===== src/design/drec_map.svh =====
/*
 * Constants for the dual reclocker card-edge control block: register
 * offsets, field positions, reset values and timing counts.
 * Assumes inclusion by bare name from package and modules.
 */
`ifndef DREC_MAP_SVH
`define DREC_MAP_SVH

// ----------------------------------------------------------------
// Register offsets (byte addresses)
// ----------------------------------------------------------------
`define DREC_OFF_CTRL 12'h000
`define DREC_OFF_RATE_A 12'h004
`define DREC_OFF_RATE_B 12'h008
`define DREC_OFF_STAT_A 12'h00c
`define DREC_OFF_STAT_B 12'h010
`define DREC_OFF_CARD 12'h014

// ----------------------------------------------------------------
// Field positions of the remote channel control word
// ----------------------------------------------------------------
`define DREC_CTRL_MUTE_A 0
`define DREC_CTRL_NOEQ_A 1
`define DREC_CTRL_MUTE_B 2
`define DREC_CTRL_NOEQ_B 3
`define DREC_CTRL_RESET 4'h0

// ----------------------------------------------------------------
// Power bar thresholds in dBm, signed eight bits
// ----------------------------------------------------------------
`define DREC_THR_0 8'shfa
`define DREC_THR_1 8'shf7
`define DREC_THR_2 8'shf4
`define DREC_THR_3 8'shf1
`define DREC_THR_4 8'shee

// ----------------------------------------------------------------
// Timing
// ----------------------------------------------------------------
`define DREC_CLK_HZ 10000000
`define DREC_FLASH_MS 250
`define DREC_FLASH_CYC ((`DREC_CLK_HZ / 1000) * `DREC_FLASH_MS)
`define DREC_DEB_US 100
`define DREC_DEB_CYC ((`DREC_CLK_HZ / 1000000) * `DREC_DEB_US)

`endif


===== src/design/drec_pkg.sv =====
/*
 * Types shared by the dual reclocker edge control files.
 * Assumes the constant header is on the include path.
 */
package drec_pkg;
   `include "drec_map.svh"

   // Rate setting, in button cycle order
   typedef enum logic [2:0] {
      DREC_AUTO,
      DREC_BYPASS,
      DREC_SD,
      DREC_HD,
      DREC_3G
   } drec_rate_t;

   // Rate the reclocker reports it is locked to
   typedef enum logic [1:0] {
      DREC_DET_NONE,
      DREC_DET_SD,
      DREC_DET_HD,
      DREC_DET_3G
   } drec_det_t;

   // Two-bit lamp colour
   typedef enum logic [1:0] {
      DREC_OFF,
      DREC_GREEN,
      DREC_YELLOW,
      DREC_RED
   } drec_lamp_t;

   // Processor and card state, as given by the board processor
   typedef enum logic [2:0] {
      DREC_ST_NOPWR,
      DREC_ST_PWRON,
      DREC_ST_CPUBOOT,
      DREC_ST_BOOTLOAD,
      DREC_ST_RUN
   } drec_card_t;
endpackage


===== src/design/drec_channel.sv =====
/*
 * One channel of the reclocker edge control: rate selector, mute,
 * equalizer control and channel lamp decoding.
 * Assumes button and status inputs are synchronous to pclk; the
 * button is debounced here.
 */
`timescale 1ns/10ps
`include "drec_map.svh"
module drec_channel (
   input wire logic pclk,
   input wire logic presetn,
   input wire logic rate_button,
   input wire logic remote_wr,
   input wire drec_pkg::drec_rate_t remote_rate,
   input wire logic mute_opt,
   input wire logic noeq_opt,
   input wire logic eq_valid,
   input wire logic lock,
   input wire drec_pkg::drec_det_t det_rate,
   input wire logic signed [7:0] rx_power_dbm,
   output drec_pkg::drec_rate_t rate_q,
   output logic out_mute,
   output logic eq_enable,
   output logic auto_detect_en,
   output logic reclock_en,
   output logic slew_hd,
   output drec_pkg::drec_lamp_t input_lamp,
   output drec_pkg::drec_lamp_t lock_lamp,
   output logic auto_lamp,
   output logic manual_lamp,
   output logic bypass_lamp,
   output logic other_lamp,
   output logic sd_rate_lamp,
   output logic hd_rate_lamp,
   output logic uhd_rate_lamp,
   output logic [4:0] power_bar
);
   import drec_pkg::*;

   localparam int DEB_CYC = `DREC_DEB_CYC;

   logic [10:0] deb_cnt_q;
   logic btn_q;
   logic press;

   // ----------------------------------------------------------------
   // Button debounce and press detect
   // ----------------------------------------------------------------
   // Contact bounce would skip entries in the cycle, so the level must
   // hold stable for the debounce time before it is believed
   always_ff @(posedge pclk or negedge presetn)
   begin
      if (!presetn)
      begin
         deb_cnt_q <= 11'h000;
         btn_q <= 1'b0;
      end
      else if (rate_button == btn_q)
         deb_cnt_q <= 11'h000;
      else if (deb_cnt_q == 11'(DEB_CYC - 1))
      begin
         deb_cnt_q <= 11'h000;
         btn_q <= rate_button;
      end
      else
         deb_cnt_q <= deb_cnt_q + 11'h001;
   end

   assign press = (rate_button == btn_q) ? 1'b0 :
                  (deb_cnt_q == 11'(DEB_CYC - 1)) & rate_button;

   // ----------------------------------------------------------------
   // Rate state
   // ----------------------------------------------------------------
   // A press wins over a remote write in the same cycle
   always_ff @(posedge pclk or negedge presetn)
   begin
      if (!presetn)
         rate_q <= DREC_AUTO;
      else if (press)
      begin
         case (rate_q)
            DREC_AUTO: rate_q <= DREC_BYPASS;
            DREC_BYPASS: rate_q <= DREC_SD;
            DREC_SD: rate_q <= DREC_HD;
            DREC_HD: rate_q <= DREC_3G;
            default: rate_q <= DREC_AUTO;
         endcase
      end
      else if (remote_wr)
         rate_q <= remote_rate;
   end

   // ----------------------------------------------------------------
   // Datapath controls
   // ----------------------------------------------------------------
   always_comb
   begin
      out_mute = mute_opt & (!eq_valid | !lock);
      eq_enable = !((rate_q == DREC_BYPASS) & noeq_opt);
      auto_detect_en = (rate_q == DREC_AUTO);
      reclock_en = (rate_q != DREC_BYPASS);
      // SD slew for a valid SD input in bypass or a detected SD rate in auto; fixed rates follow the set rate
      case (rate_q)
         DREC_BYPASS: slew_hd = !(eq_valid & (det_rate == DREC_DET_SD));
         DREC_SD: slew_hd = 1'b0;
         DREC_AUTO: slew_hd = (det_rate != DREC_DET_SD);
         default: slew_hd = 1'b1;
      endcase
   end

   // ----------------------------------------------------------------
   // Channel lamps
   // ----------------------------------------------------------------
   always_comb
   begin
      input_lamp = eq_valid ? DREC_GREEN : DREC_RED;
      if (rate_q == DREC_BYPASS)
         lock_lamp = DREC_OFF;
      else
         lock_lamp = lock ? DREC_GREEN : DREC_RED;
      auto_lamp = (rate_q == DREC_AUTO);
      manual_lamp = (rate_q != DREC_AUTO);
      bypass_lamp = (rate_q == DREC_BYPASS);
      other_lamp = 1'b0;
      sd_rate_lamp = (rate_q == DREC_SD) |
                     (auto_lamp & lock & (det_rate == DREC_DET_SD));
      hd_rate_lamp = (rate_q == DREC_HD) |
                     (auto_lamp & lock & (det_rate == DREC_DET_HD));
      uhd_rate_lamp = (rate_q == DREC_3G) |
                      (auto_lamp & lock & (det_rate == DREC_DET_3G));
      // Thermometer bar; bit 0 is the -6 dBm lamp
      power_bar[0] = rx_power_dbm > `DREC_THR_0;
      power_bar[1] = rx_power_dbm > `DREC_THR_1;
      power_bar[2] = rx_power_dbm > `DREC_THR_2;
      power_bar[3] = rx_power_dbm > `DREC_THR_3;
      power_bar[4] = rx_power_dbm > `DREC_THR_4;
   end
endmodule


===== src/design/drec_top.sv =====
/*
 * Top of the dual reclocker card-edge control: configuration source
 * arbitration, APB register file, power lamp and two channels.
 * Assumes jumpers, buttons and status inputs are synchronous to pclk
 * and an APB master on the same clock.
 */
// Contract
// - Remote position takes all configuration remotely, jumpers ignored.
// - Remote position still accepts local rate button presses.
// - Local position (default) rejects remote configuration writes.
// - Local position still reports status and configuration remotely.
// - Loss-of-signal jumper used only in local position.
// - Mute option mutes outputs on no valid input or no lock.
// - No-mute option, the default, keeps outputs active.
// - Bypass with no-equalizer option disables the equalizer.
// - Each press advances auto, bypass, SD_RATE_SETTING, 1.5G, 3G cyclically.
// - Auto mode detects input rate and locks to any supported rate.
// - Bypass passes input unreclocked; HD slew unless valid SD.
// - Fixed rate reclocks only at that rate, detection disabled.
// - Channel B has its own button and options, same choices.
// - Power lamp green, flashing green, yellow, red or off by state.
// - Input lamp green on valid input, red otherwise.
// - Lock lamp green locked, red unlocked, off in bypass.
// - Auto, manual and bypass lamps per mode; spare lamp never lit.
// - Rate lamp lit when that rate fixed or auto-locked to it.
// - Transmitter variant fiber lamp green healthy, red on fault.
// - Each channel drives five lamps for received optical power.
// - Power bar thermometer at -6,-9,-12,-15,-18 dBm thresholds.
`timescale 1ns/10ps
`include "drec_map.svh"
module drec_top #(
   parameter int FLASH_CYC = `DREC_FLASH_CYC,
   parameter bit TX_VARIANT = 1'b1
) (
   input wire logic pclk,
   input wire logic presetn,
   input wire logic psel,
   input wire logic penable,
   input wire logic pwrite,
   input wire logic [11:0] paddr,
   input wire logic [31:0] pwdata,
   input wire logic [3:0] pstrb,
   output logic [31:0] prdata,
   output logic pready,
   output logic pslverr,
   input wire logic config_source_jumper,
   input wire logic loss_action_jumper_a,
   input wire logic eq_bypass_jumper_a,
   input wire logic rate_button_a,
   input wire logic loss_action_jumper_b,
   input wire logic eq_bypass_jumper_b,
   input wire logic rate_button_b,
   input wire logic boot_service_button,
   input wire drec_pkg::drec_card_t card_state,
   input wire logic card_fault,
   input wire logic eq_valid_a,
   input wire logic lock_a,
   input wire drec_pkg::drec_det_t det_rate_a,
   input wire logic signed [7:0] rx_power_a,
   input wire logic eq_valid_b,
   input wire logic lock_b,
   input wire drec_pkg::drec_det_t det_rate_b,
   input wire logic signed [7:0] rx_power_b,
   input wire logic tx_fault,
   output logic boot_request,
   output drec_pkg::drec_lamp_t power_state_lamp,
   output drec_pkg::drec_lamp_t fiber_tx_lamp,
   output logic mute_a,
   output logic eq_enable_a,
   output logic auto_detect_a,
   output logic reclock_a,
   output logic slew_hd_a,
   output drec_pkg::drec_lamp_t input_lamp_a,
   output drec_pkg::drec_lamp_t lock_lamp_a,
   output logic [5:0] mode_lamps_a,
   output logic [4:0] power_bar_a,
   output logic mute_b,
   output logic eq_enable_b,
   output logic auto_detect_b,
   output logic reclock_b,
   output logic slew_hd_b,
   output drec_pkg::drec_lamp_t input_lamp_b,
   output drec_pkg::drec_lamp_t lock_lamp_b,
   output logic [5:0] mode_lamps_b,
   output logic [4:0] power_bar_b
);
   import drec_pkg::*;

   logic remote;
   logic [3:0] ctrl_q;
   logic mute_opt_a, mute_opt_b, noeq_opt_a, noeq_opt_b;
   logic wr_en, rd_en;
   logic wr_rate_a, wr_rate_b;
   drec_rate_t rate_a, rate_b, wr_rate;
   logic [21:0] flash_cnt_q;
   logic flash_q;

   // Jumper high means remote; low, the default, is local
   assign remote = config_source_jumper;

   // ----------------------------------------------------------------
   // APB slave, zero wait states
   // ----------------------------------------------------------------
   assign pready = 1'b1;
   assign wr_en = psel & penable & pwrite;
   assign rd_en = psel & !penable & !pwrite;

   // Write decoding shared by the register file and rate ports
   function automatic logic hit(input logic [11:0] a, input logic [11:0] off);
      hit = (a == off);
   endfunction

   function automatic logic mapped(input logic [11:0] a);
      mapped = hit(a, `DREC_OFF_CTRL) | hit(a, `DREC_OFF_RATE_A) |
               hit(a, `DREC_OFF_RATE_B) | hit(a, `DREC_OFF_STAT_A) |
               hit(a, `DREC_OFF_STAT_B) | hit(a, `DREC_OFF_CARD);
   endfunction

   // Error on unmapped address, or on a configuration write in local
   // position, so software learns its change was refused
   assign pslverr = psel & penable &
                    (!mapped(paddr) | (pwrite & !remote & hit(paddr, `DREC_OFF_CTRL)) |
                     (pwrite & !remote & (hit(paddr, `DREC_OFF_RATE_A) |
                                          hit(paddr, `DREC_OFF_RATE_B))));

   // Rates above the cycle length fall back to auto rather than an
   // unreachable state
   assign wr_rate = (pwdata[2:0] > 3'h4) ? DREC_AUTO : drec_rate_t'(pwdata[2:0]);
   assign wr_rate_a = wr_en & remote & pstrb[0] & hit(paddr, `DREC_OFF_RATE_A);
   assign wr_rate_b = wr_en & remote & pstrb[0] & hit(paddr, `DREC_OFF_RATE_B);

   // Remote option word; only stored in remote position
   always_ff @(posedge pclk or negedge presetn)
   begin
      if (!presetn)
         ctrl_q <= `DREC_CTRL_RESET;
      else if (wr_en & remote & pstrb[0] & hit(paddr, `DREC_OFF_CTRL))
         ctrl_q <= pwdata[3:0];
   end

   // Option source: jumpers in local, remote word in remote
   always_comb
   begin
      if (remote)
      begin
         mute_opt_a = ctrl_q[`DREC_CTRL_MUTE_A];
         noeq_opt_a = ctrl_q[`DREC_CTRL_NOEQ_A];
         mute_opt_b = ctrl_q[`DREC_CTRL_MUTE_B];
         noeq_opt_b = ctrl_q[`DREC_CTRL_NOEQ_B];
      end
      else
      begin
         mute_opt_a = loss_action_jumper_a;
         noeq_opt_a = eq_bypass_jumper_a;
         mute_opt_b = loss_action_jumper_b;
         noeq_opt_b = eq_bypass_jumper_b;
      end
   end

   // Read data registered in setup; reads work in both positions
   always_ff @(posedge pclk or negedge presetn)
   begin
      if (!presetn)
         prdata <= 32'h0000_0000;
      else if (rd_en)
      begin
         case (paddr)
            `DREC_OFF_CTRL: prdata <= {27'h0, remote, mute_opt_b ? 1'b1 : 1'b0,
                                       noeq_opt_a, mute_opt_a, noeq_opt_b} &
                                      32'h0000_001f;
            `DREC_OFF_RATE_A: prdata <= {29'h0, rate_a};
            `DREC_OFF_RATE_B: prdata <= {29'h0, rate_b};
            `DREC_OFF_STAT_A: prdata <= {14'h0, rx_power_a, power_bar_a,
                                         det_rate_a, lock_a, eq_valid_a, mute_a};
            `DREC_OFF_STAT_B: prdata <= {14'h0, rx_power_b, power_bar_b,
                                         det_rate_b, lock_b, eq_valid_b, mute_b};
            `DREC_OFF_CARD: prdata <= {27'h0, tx_fault, card_fault, card_state};
            default: prdata <= 32'h0000_0000;
         endcase
      end
   end

   // ----------------------------------------------------------------
   // Power lamp and flash divider
   // ----------------------------------------------------------------
   // Flash toggles at a fixed rate so the bootloader state is visible
   always_ff @(posedge pclk or negedge presetn)
   begin
      if (!presetn)
      begin
         flash_cnt_q <= 22'h000000;
         flash_q <= 1'b0;
      end
      else if (flash_cnt_q == 22'(FLASH_CYC - 1))
      begin
         flash_cnt_q <= 22'h000000;
         flash_q <= !flash_q;
      end
      else
         flash_cnt_q <= flash_cnt_q + 22'h000001;
   end

   always_comb
   begin
      if (card_fault)
         power_state_lamp = DREC_RED;
      else
      begin
         case (card_state)
            DREC_ST_NOPWR: power_state_lamp = DREC_OFF;
            DREC_ST_PWRON: power_state_lamp = DREC_RED;
            DREC_ST_CPUBOOT: power_state_lamp = DREC_YELLOW;
            DREC_ST_BOOTLOAD: power_state_lamp = flash_q ? DREC_GREEN : DREC_OFF;
            DREC_ST_RUN: power_state_lamp = DREC_GREEN;
            default: power_state_lamp = DREC_RED;
         endcase
      end
      // Receive-only variant has no transmitter lamp
      if (TX_VARIANT)
         fiber_tx_lamp = tx_fault ? DREC_RED : DREC_GREEN;
      else
         fiber_tx_lamp = DREC_OFF;
   end

   // Bootload button passes straight to the board processor
   assign boot_request = boot_service_button;

   // ----------------------------------------------------------------
   // Channels
   // ----------------------------------------------------------------
   // Each instance sees only its own status inputs
   drec_channel u_chan_a (
      .pclk(pclk),
      .presetn(presetn),
      .rate_button(rate_button_a),
      .remote_wr(wr_rate_a),
      .remote_rate(wr_rate),
      .mute_opt(mute_opt_a),
      .noeq_opt(noeq_opt_a),
      .eq_valid(eq_valid_a),
      .lock(lock_a),
      .det_rate(det_rate_a),
      .rx_power_dbm(rx_power_a),
      .rate_q(rate_a),
      .out_mute(mute_a),
      .eq_enable(eq_enable_a),
      .auto_detect_en(auto_detect_a),
      .reclock_en(reclock_a),
      .slew_hd(slew_hd_a),
      .input_lamp(input_lamp_a),
      .lock_lamp(lock_lamp_a),
      .auto_lamp(mode_lamps_a[0]),
      .manual_lamp(mode_lamps_a[1]),
      .bypass_lamp(mode_lamps_a[2]),
      .other_lamp(),
      .sd_rate_lamp(mode_lamps_a[3]),
      .hd_rate_lamp(mode_lamps_a[4]),
      .uhd_rate_lamp(mode_lamps_a[5]),
      .power_bar(power_bar_a)
   );

   drec_channel u_chan_b (
      .pclk(pclk),
      .presetn(presetn),
      .rate_button(rate_button_b),
      .remote_wr(wr_rate_b),
      .remote_rate(wr_rate),
      .mute_opt(mute_opt_b),
      .noeq_opt(noeq_opt_b),
      .eq_valid(eq_valid_b),
      .lock(lock_b),
      .det_rate(det_rate_b),
      .rx_power_dbm(rx_power_b),
      .rate_q(rate_b),
      .out_mute(mute_b),
      .eq_enable(eq_enable_b),
      .auto_detect_en(auto_detect_b),
      .reclock_en(reclock_b),
      .slew_hd(slew_hd_b),
      .input_lamp(input_lamp_b),
      .lock_lamp(lock_lamp_b),
      .auto_lamp(mode_lamps_b[0]),
      .manual_lamp(mode_lamps_b[1]),
      .bypass_lamp(mode_lamps_b[2]),
      .other_lamp(),
      .sd_rate_lamp(mode_lamps_b[3]),
      .hd_rate_lamp(mode_lamps_b[4]),
      .uhd_rate_lamp(mode_lamps_b[5]),
      .power_bar(power_bar_b)
   );
endmodule


===== config.mk =====
export PLATFORM = sky130hd
export DESIGN_NAME = drec_top
export DESIGN_NICKNAME = d
export VERILOG_FILES = /design/src/design/drec_pkg.sv /design/src/design/drec_channel.sv /design/src/design/drec_top.sv
export VERILOG_INCLUDE_DIRS = /design/src /design/src/design
export SDC_FILE = /design/constraint.sdc
export NUM_CORES = 1
export LEC_CHECK = 0
export ABC_AREA = 1
export ABC_CLOCK_PERIOD_IN_PS = 1810
export BUFFER_PORTS_ARGS = -buffer_cell sky130_fd_sc_hd__buf_4
export CAP_MARGIN = 40
export CORE_UTILIZATION = 50
export CTS_BUF_LIST = sky130_fd_sc_hd__clkbuf_8
export CTS_CLUSTER_SIZE = 25
export DETAILED_ROUTE_END_ITERATION = 16
export PLACE_DENSITY = 0.83
export SLEW_MARGIN = 20
export SYNTH_ARGS = -nofsm -noshare
export SYNTH_HDL_FRONTEND = slang
export SYNTH_SLANG_ARGS = --single-unit

===== constraint.sdc =====
create_clock -name pclk -period 1.81 [get_ports pclk]
set_input_delay 0 -clock pclk [delete_from_list [all_inputs] [get_ports pclk]]
set_output_delay 0 -clock pclk [all_outputs]
set_load 0.03 [all_outputs]

# After elaboration in Yosys (flattened, before gate mapping)
# Index checks and enable logic that the tools add are counted.
dict set report word_totals {
  regBits 89
  latchBits 0
  ram_bits 0
  romBits 0
  elab_cells 157
  mem_count 0
}
dict set report op_classes {
  n_addsub 3
  mul 0
  div_mod_pow 0
  n_lt_le_gt_ge 11
  eq_ne 31
  shifts 0
  n_mux 32
  bitwise 47
  n_reduce_logical 23
}
# op n
set ops {}
lappend ops {{one-hot mux 18 bit (6 select lines)} 1}
lappend ops {{> comparator 8 x 5 -> 1 bit (second input constant)} 6}
lappend ops {{two-way mux 11 bit} 4}
lappend ops {{bitwise AND 1 bit} 29}
lappend ops {{equality test 12 x 4 -> 1 bit (second input constant)} 2}
lappend ops {{equality test 12 x 5 -> 1 bit (second input constant)} 2}
lappend ops {{one-hot mux 3 bit (4 select lines)} 2}
lappend ops {{adder 11 x 1 -> 11 bit (second input constant)} 2}
lappend ops {{adder 22 x 1 -> 22 bit (second input constant)} 1}
lappend ops {{equality test 11 x 10 -> 1 bit (second input constant)} 2}
lappend ops {{equality test 22 bit (second input constant)} 1}
lappend ops {{two-way mux 22 bit} 1}
lappend ops {{equality test 3 x 2 -> 1 bit (second input constant)} 6}
lappend ops {{> comparator 8 x 4 -> 1 bit (second input constant)} 2}
lappend ops {{> comparator 8 x 6 -> 1 bit (second input constant)} 2}
lappend ops {{two-way mux 2 bit} 8}
lappend ops {{OR 1 bit} 16}
lappend ops {{two-way mux 3 bit} 5}
lappend ops {{zero test 1 bit} 13}
lappend ops {{equality test 12 x 3 -> 1 bit (second input constant)} 1}
lappend ops {{zero test 12 bit} 1}
lappend ops {{equality test 3 bit (second input constant)} 3}
lappend ops {{zero test 3 bit} 3}
lappend ops {{equality test 2 bit (second input constant)} 4}
lappend ops {{13 further kinds} 30}

# Longest topological paths before layout
dict set report logic_depth {
  depth_word 10
  mapped_depth 11
}

# By module
# From an unflattened synthesis, not the netlist that was laid out.
dict set report unflattened {
  hier_cells 787
  hier_area_um2 5257.5
}
# module n_inst cells_per_inst area_per_inst_um2 seq_area_each_um2
set modules_own_cells {}
lappend modules_own_cells {drec_top 1 447 3017.9 1126.1}
lappend modules_own_cells {drec_channel 2 170 1119.8 375.4}

# Least setup slack after synthesis
# No wires, ideal clock.
dict set report synth_path {
  kind {register -> output}
  start {reg u_chan_a.rate_q[2]}
  end {out slew_hd_a}
  arrival_time_ps 1672
  path_slack_ps 138
  path_stages_with_launch 4
  path_buffers 0
  path_cell_list {dfrtp_1 inv_1 nand3_1 o21ai_0}
}
dict set report synth_between {
  elab_chain_cells 2
  word_cells_on_any_way 4
  classes_between {eq/ne: 2; mux: 1; reduce/logical: 1}
}
# item line
set synth_lines {}
lappend synth_lines {{start: declaration} drec_channel.sv:21} ;# output drec_pkg::drec_rate_t rate_q,
lappend synth_lines {{start signal: assignment} drec_channel.sv:91} ;# rate_q <= remote_rate;
lappend synth_lines {{equality test 3 x 2 -> 1 bit, or another cell as far along} drec_channel.sv:104} ;# case (rate_q)
lappend synth_lines {{one-hot mux 1 bit (3 select lines) (*)} drec_channel.sv:104}
lappend synth_lines {{end: declaration} drec_top.sv:72} ;# output logic slew_hd_a,
# Every way passes the cells marked *; elsewhere a longest branch is shown, timed or not.

# Worst setup path after layout
dict set report layout_path {
  start {reg u_chan_b.rate_q[1]}
  end {out mode_lamps_b[4]}
}
dict set report layout_between {
  elab_chain_cells 4
  word_cells_on_any_way 5
  classes_between {eq/ne: 1; bitwise: 3; reduce/logical: 1}
}
# item line
set layout_lines {}
lappend layout_lines {{start: declaration} drec_channel.sv:21}
lappend layout_lines {{start signal: assignment} drec_channel.sv:91}
lappend layout_lines {{zero test 3 bit} drec_channel.sv:122} ;# auto_lamp = (rate_q == DREC_AUTO);
lappend layout_lines {{bitwise AND 1 bit (2 in series)} drec_channel.sv:129} ;# (auto_lamp & lock & (det_rate == DREC_DET_HD));
lappend layout_lines {{OR 1 bit (*)} drec_channel.sv:128} ;# hd_rate_lamp = (rate_q == DREC_HD) |
lappend layout_lines {{end: declaration} drec_top.sv:84} ;# output logic [5:0] mode_lamps_b,
# Marks and branches as above.

==> results.py <==
metrics = {
    "global_route": {
        "grt_max_degree": 54,
        "first_global_vias": 4967,
        "grt_usage_pct": 25.50,
        "grt_pass1_wl_um": 22800,
        "grt-ovfl-total": 0,
        "antenna_found_initial": 0,
    },
    "synthesis": {
        "synth_edf_count": 0,
        "synth-main-ff-cell": "dfrtp_1",
        "yosys_warnings": 0,
        "synth.top_cells.by_area": "dfrtp_1 (35%), nand2_1 (15%), inv_1 (7.6%)",
        "ys_async_sr_fraction_pct": 100.0,
        "synth_top_area_cell": "dfrtp_1",
        "yosysSeqAreaShare_pct": 35.01,
        "syn_inst": 793,
        "ys_top_cells_by_count": "nand2_1 (216), inv_1 (109), nor2_1 (102)",
        "yosys.area.top_type_share_pct": 35.01,
        "synth_area_um2": 5360,
        "syn_avg_cell_area_um2": 6.759,
        "synth_cell_types": 43,
        "post-synth-top-count-cell": "nand2_1",
        "synth-seq-cells": 75,
    },
    "drt": {
        "vias": 5349,
        "drtIter0Drc": 387,
        "ant_nets": 0,
        "dr.pass1.iters": 5,
        "wl_um": 13490,
        "viasPerCell": 5.089,
        "drc": 0,
        "routedWlPerCell_um": 12.84,
    },
    "hold_path": {
        "hold_class": "in2out",
        "hp-start": "boot_service_button",
        "min_path_cells": 0,
        "hold_end": "boot_request",
    },
    "run_status": {
        "status": "complete, no violations",
    },
    "placement": {
        "dp_hpwl_um": 10470,
        "port_buffers": 117,
        "gp_congestion": 0.9476,
        "place_inst": 1025,
    },
    "sta": {
        "slew_headroom_pct": 66.47,
        "drv_slew": 0,
        "fin_skew_ns": 0.01358,
        "fin_crit_sh_pct": 93.54,
        "fin_crit_ns": 1.693,
        "worstMarginPinSlew_ns": 0.5024,
        "rsz0062_at_grt": "false",
        "setup_viol": 0,
        "fin_tns_setup_ns": 0,
        "max_freq_mhz": 590.6,
        "finalHoldViolations": 0,
    },
    "worst_setup_path": {
        "crit_start": "u_chan_b.rate_q[1]$_DFFE_PN0P_",
        "r2r_start": "flash_cnt_q[0]$_DFF_PN0_",
        "worstReg2RegEnd": "flash_cnt_q[18]$_DFF_PN0_",
        "path_class": "reg2out",
        "cp_common_cell": "nand2_1",
        "cp.arrival_ns": 1.69,
        "required_ns": 1.81,
        "cp-end-kind": "primary output",
        "ff2ff_path_depth": 6,
        "slowest_delay_ns": 0.44,
        "cp-start-kind": "register",
        "cp_max_fo": 4,
        "critical_path.cell_chain": "inv_2, nand2_1, nor2_2, nand2_1, o31ai_2, buf_4",
        "slowest_stage": "dfrtp_1",
        "r2r_slack_ns": 0.19,
    },
    "clock_network": {
        "postCtsSetupRepairBufs": 0,
        "clk_path_buf_depth": 2,
        "cts_tree": "built",
        "cts_root_buf": "clkbuf_8",
        "cts_buffers": 9,
        "clkLatencyLatePin_ns": 0.37,
        "cts.clk_slew.worst_paths_ns": 0.08,
        "cts_sinks": 75,
        "htree_levels": 3,
    },
    "floorplanning": {
        "die-area_um2": 11140,
        "io_pins": 169,
        "die_h_um": 105.5,
        "core_area_um2": 10370,
        "start_util_pct": 51.69,
        "die_x_um": 105.5,
        "row_count": 37,
    },
    "job": {
        "drv_cap": 0,
    },
    "power_and_ir_drop": {
        "ir_worst_vdd_mv": 0.4380,
        "power_density_nw_per_um2": 577.0,
        "power_mw": 3.780,
        "leakage_nw": 3.453,
    },
    "final_layout": {
        "antennaDiodeCount": 0,
        "syn2layout_area_growth_pct": 22.22,
        "drive_gt1_share_pct": 21.97,
        "instances_no_fill": 1051,
        "fin_nets": 1003,
    },
}
[what timing repair did]
action                                 4_1_cts  5_1_grt
resized for setup                            0        7
hold buffers                                10        0
endpoints found under the hold margin       84        0
setup endpoints to repair                    0        6
[worst max-delay path: cells and delay by family (launching register included)]
family                 cells  cell delay [ns]
DFF                        1             0.44
and+or+nand+nor            3             0.31
AOI/OAI and AO/OA          1             0.25
buffers and inverters      2             0.33
[power breakdown]
part           switching (mW)  internal [mW]  leakage [nW]  total, mW
Sequential             0.0157           1.70          1.00       1.71
Combinational           0.362          0.211          2.34      0.573
Clock                   0.708          0.788         0.111       1.50
Total                    1.09           2.69          3.45       3.78
[through the flow]
| stage | hold WS, ns | util, % | area, µm² | setup WS [ns] |
|---|---|---|---|---|
| after global routing | 0.00004603 | 63.18 | 6551 | 0.01959 |
| after global placement | -0.07493 | 59.87 | 6208 | 0.2498 |
| final | 0.00001324 | 63.18 | 6551 | 0.1169 |
| after detailed placement | -0.07303 | 59.87 | 6208 | 0.1765 |
| after CTS | 0.0003539 | 63.01 | 6534 | 0.02185 |
| after floorplan | -0.2956 | - | 5420 | 0.1377 |
[layout make-up]
type	count	area, µm²
flip-flops and latches	75	1877
repair buffers	131	1021
clock buffers	9	123.9
inverters	117	439.2
clock inverters	7	101.3
well taps	136	170.2
fillers	953	3819
multi-input cells	576	2819
[flip-flops by register name (all words and copies together), names as in the netlist, 3 cells and up]
register            count
ctrl_q                  4
flash_cnt_q            22
prdata                 18
u_chan_a.deb_cnt_q     11
u_chan_a.rate_q         3
u_chan_b.deb_cnt_q     11
u_chan_b.rate_q         3
[layer usage]
| metal | vias up | share of wire, % | wire, µm | GRT usage [%] |
|---|---|---|---|---|
| met5 | - | 0 | 0 | 0 |
| met4 | 0 | 2.3 | 306 | 9.127 |
| met3 | 23 | 6.9 | 931 | 4.576 |
| met2 | 194 | 48 | 6457 | 42.72 |
| met1 | 2443 | 43 | 5796 | 33.09 |
| li1 | 2689 | - | - | - |
[layout by cell type (no fill, tap or decap), types with 2 or more instances in the layout]
cell type      count
nand4_1           17
o21ai_1           15
nor3_1            25
nor3b_1            2
nand3_2            4
a21oi_1           13
dlygate4sd3_1     10
ha_1               3
clkinv_4           2
nor2_1           100
nand2_1          216
inv_1            107
buf_4            120
nor2_4             7
o21ai_0           20
or2_2              7
nor3_4             3
inv_2              9
nand3b_1           4
o22ai_1            3
nand2_2           13
nor2_2            11
bufinv_16          2
dfrtp_1           75
clkbuf_8           9
xor2_1            12
nor4_1             2
nor3_2             3
nand3_1           64
conb_1            18
[worst max path at each step]
stage          slack, ns  cells past startpoint                   endpoint
2_1_floorplan       0.14                      3                  slew_hd_a
3_3_place_gp        0.25                      5        flash_q$_DFFE_PN0N_
3_5_place_dp        0.18                      6  flash_cnt_q[18]$_DFF_PN0_
4_1_cts             0.02                      6            mode_lamps_b[5]
5_1_grt             0.02                      6            mode_lamps_b[4]
6_report            0.12                      6            mode_lamps_b[4]
[logic make-up (layout without fill, tap and decap cells)]
group           Yosys count  count (layout)  share of synthesized area [%]
mux                       1               1                         0.1867
simple gates            483             483                          41.95
flops                    75              75                          35.01
compound gates           58              58                          5.953
other cells               2              18                         0.1401
fa+ha+maj                 3               3                         0.7004
xor+xnor                 13              13                          2.124
buf+inv                 158             264                          13.94
(Power assumes the default switching activity.)
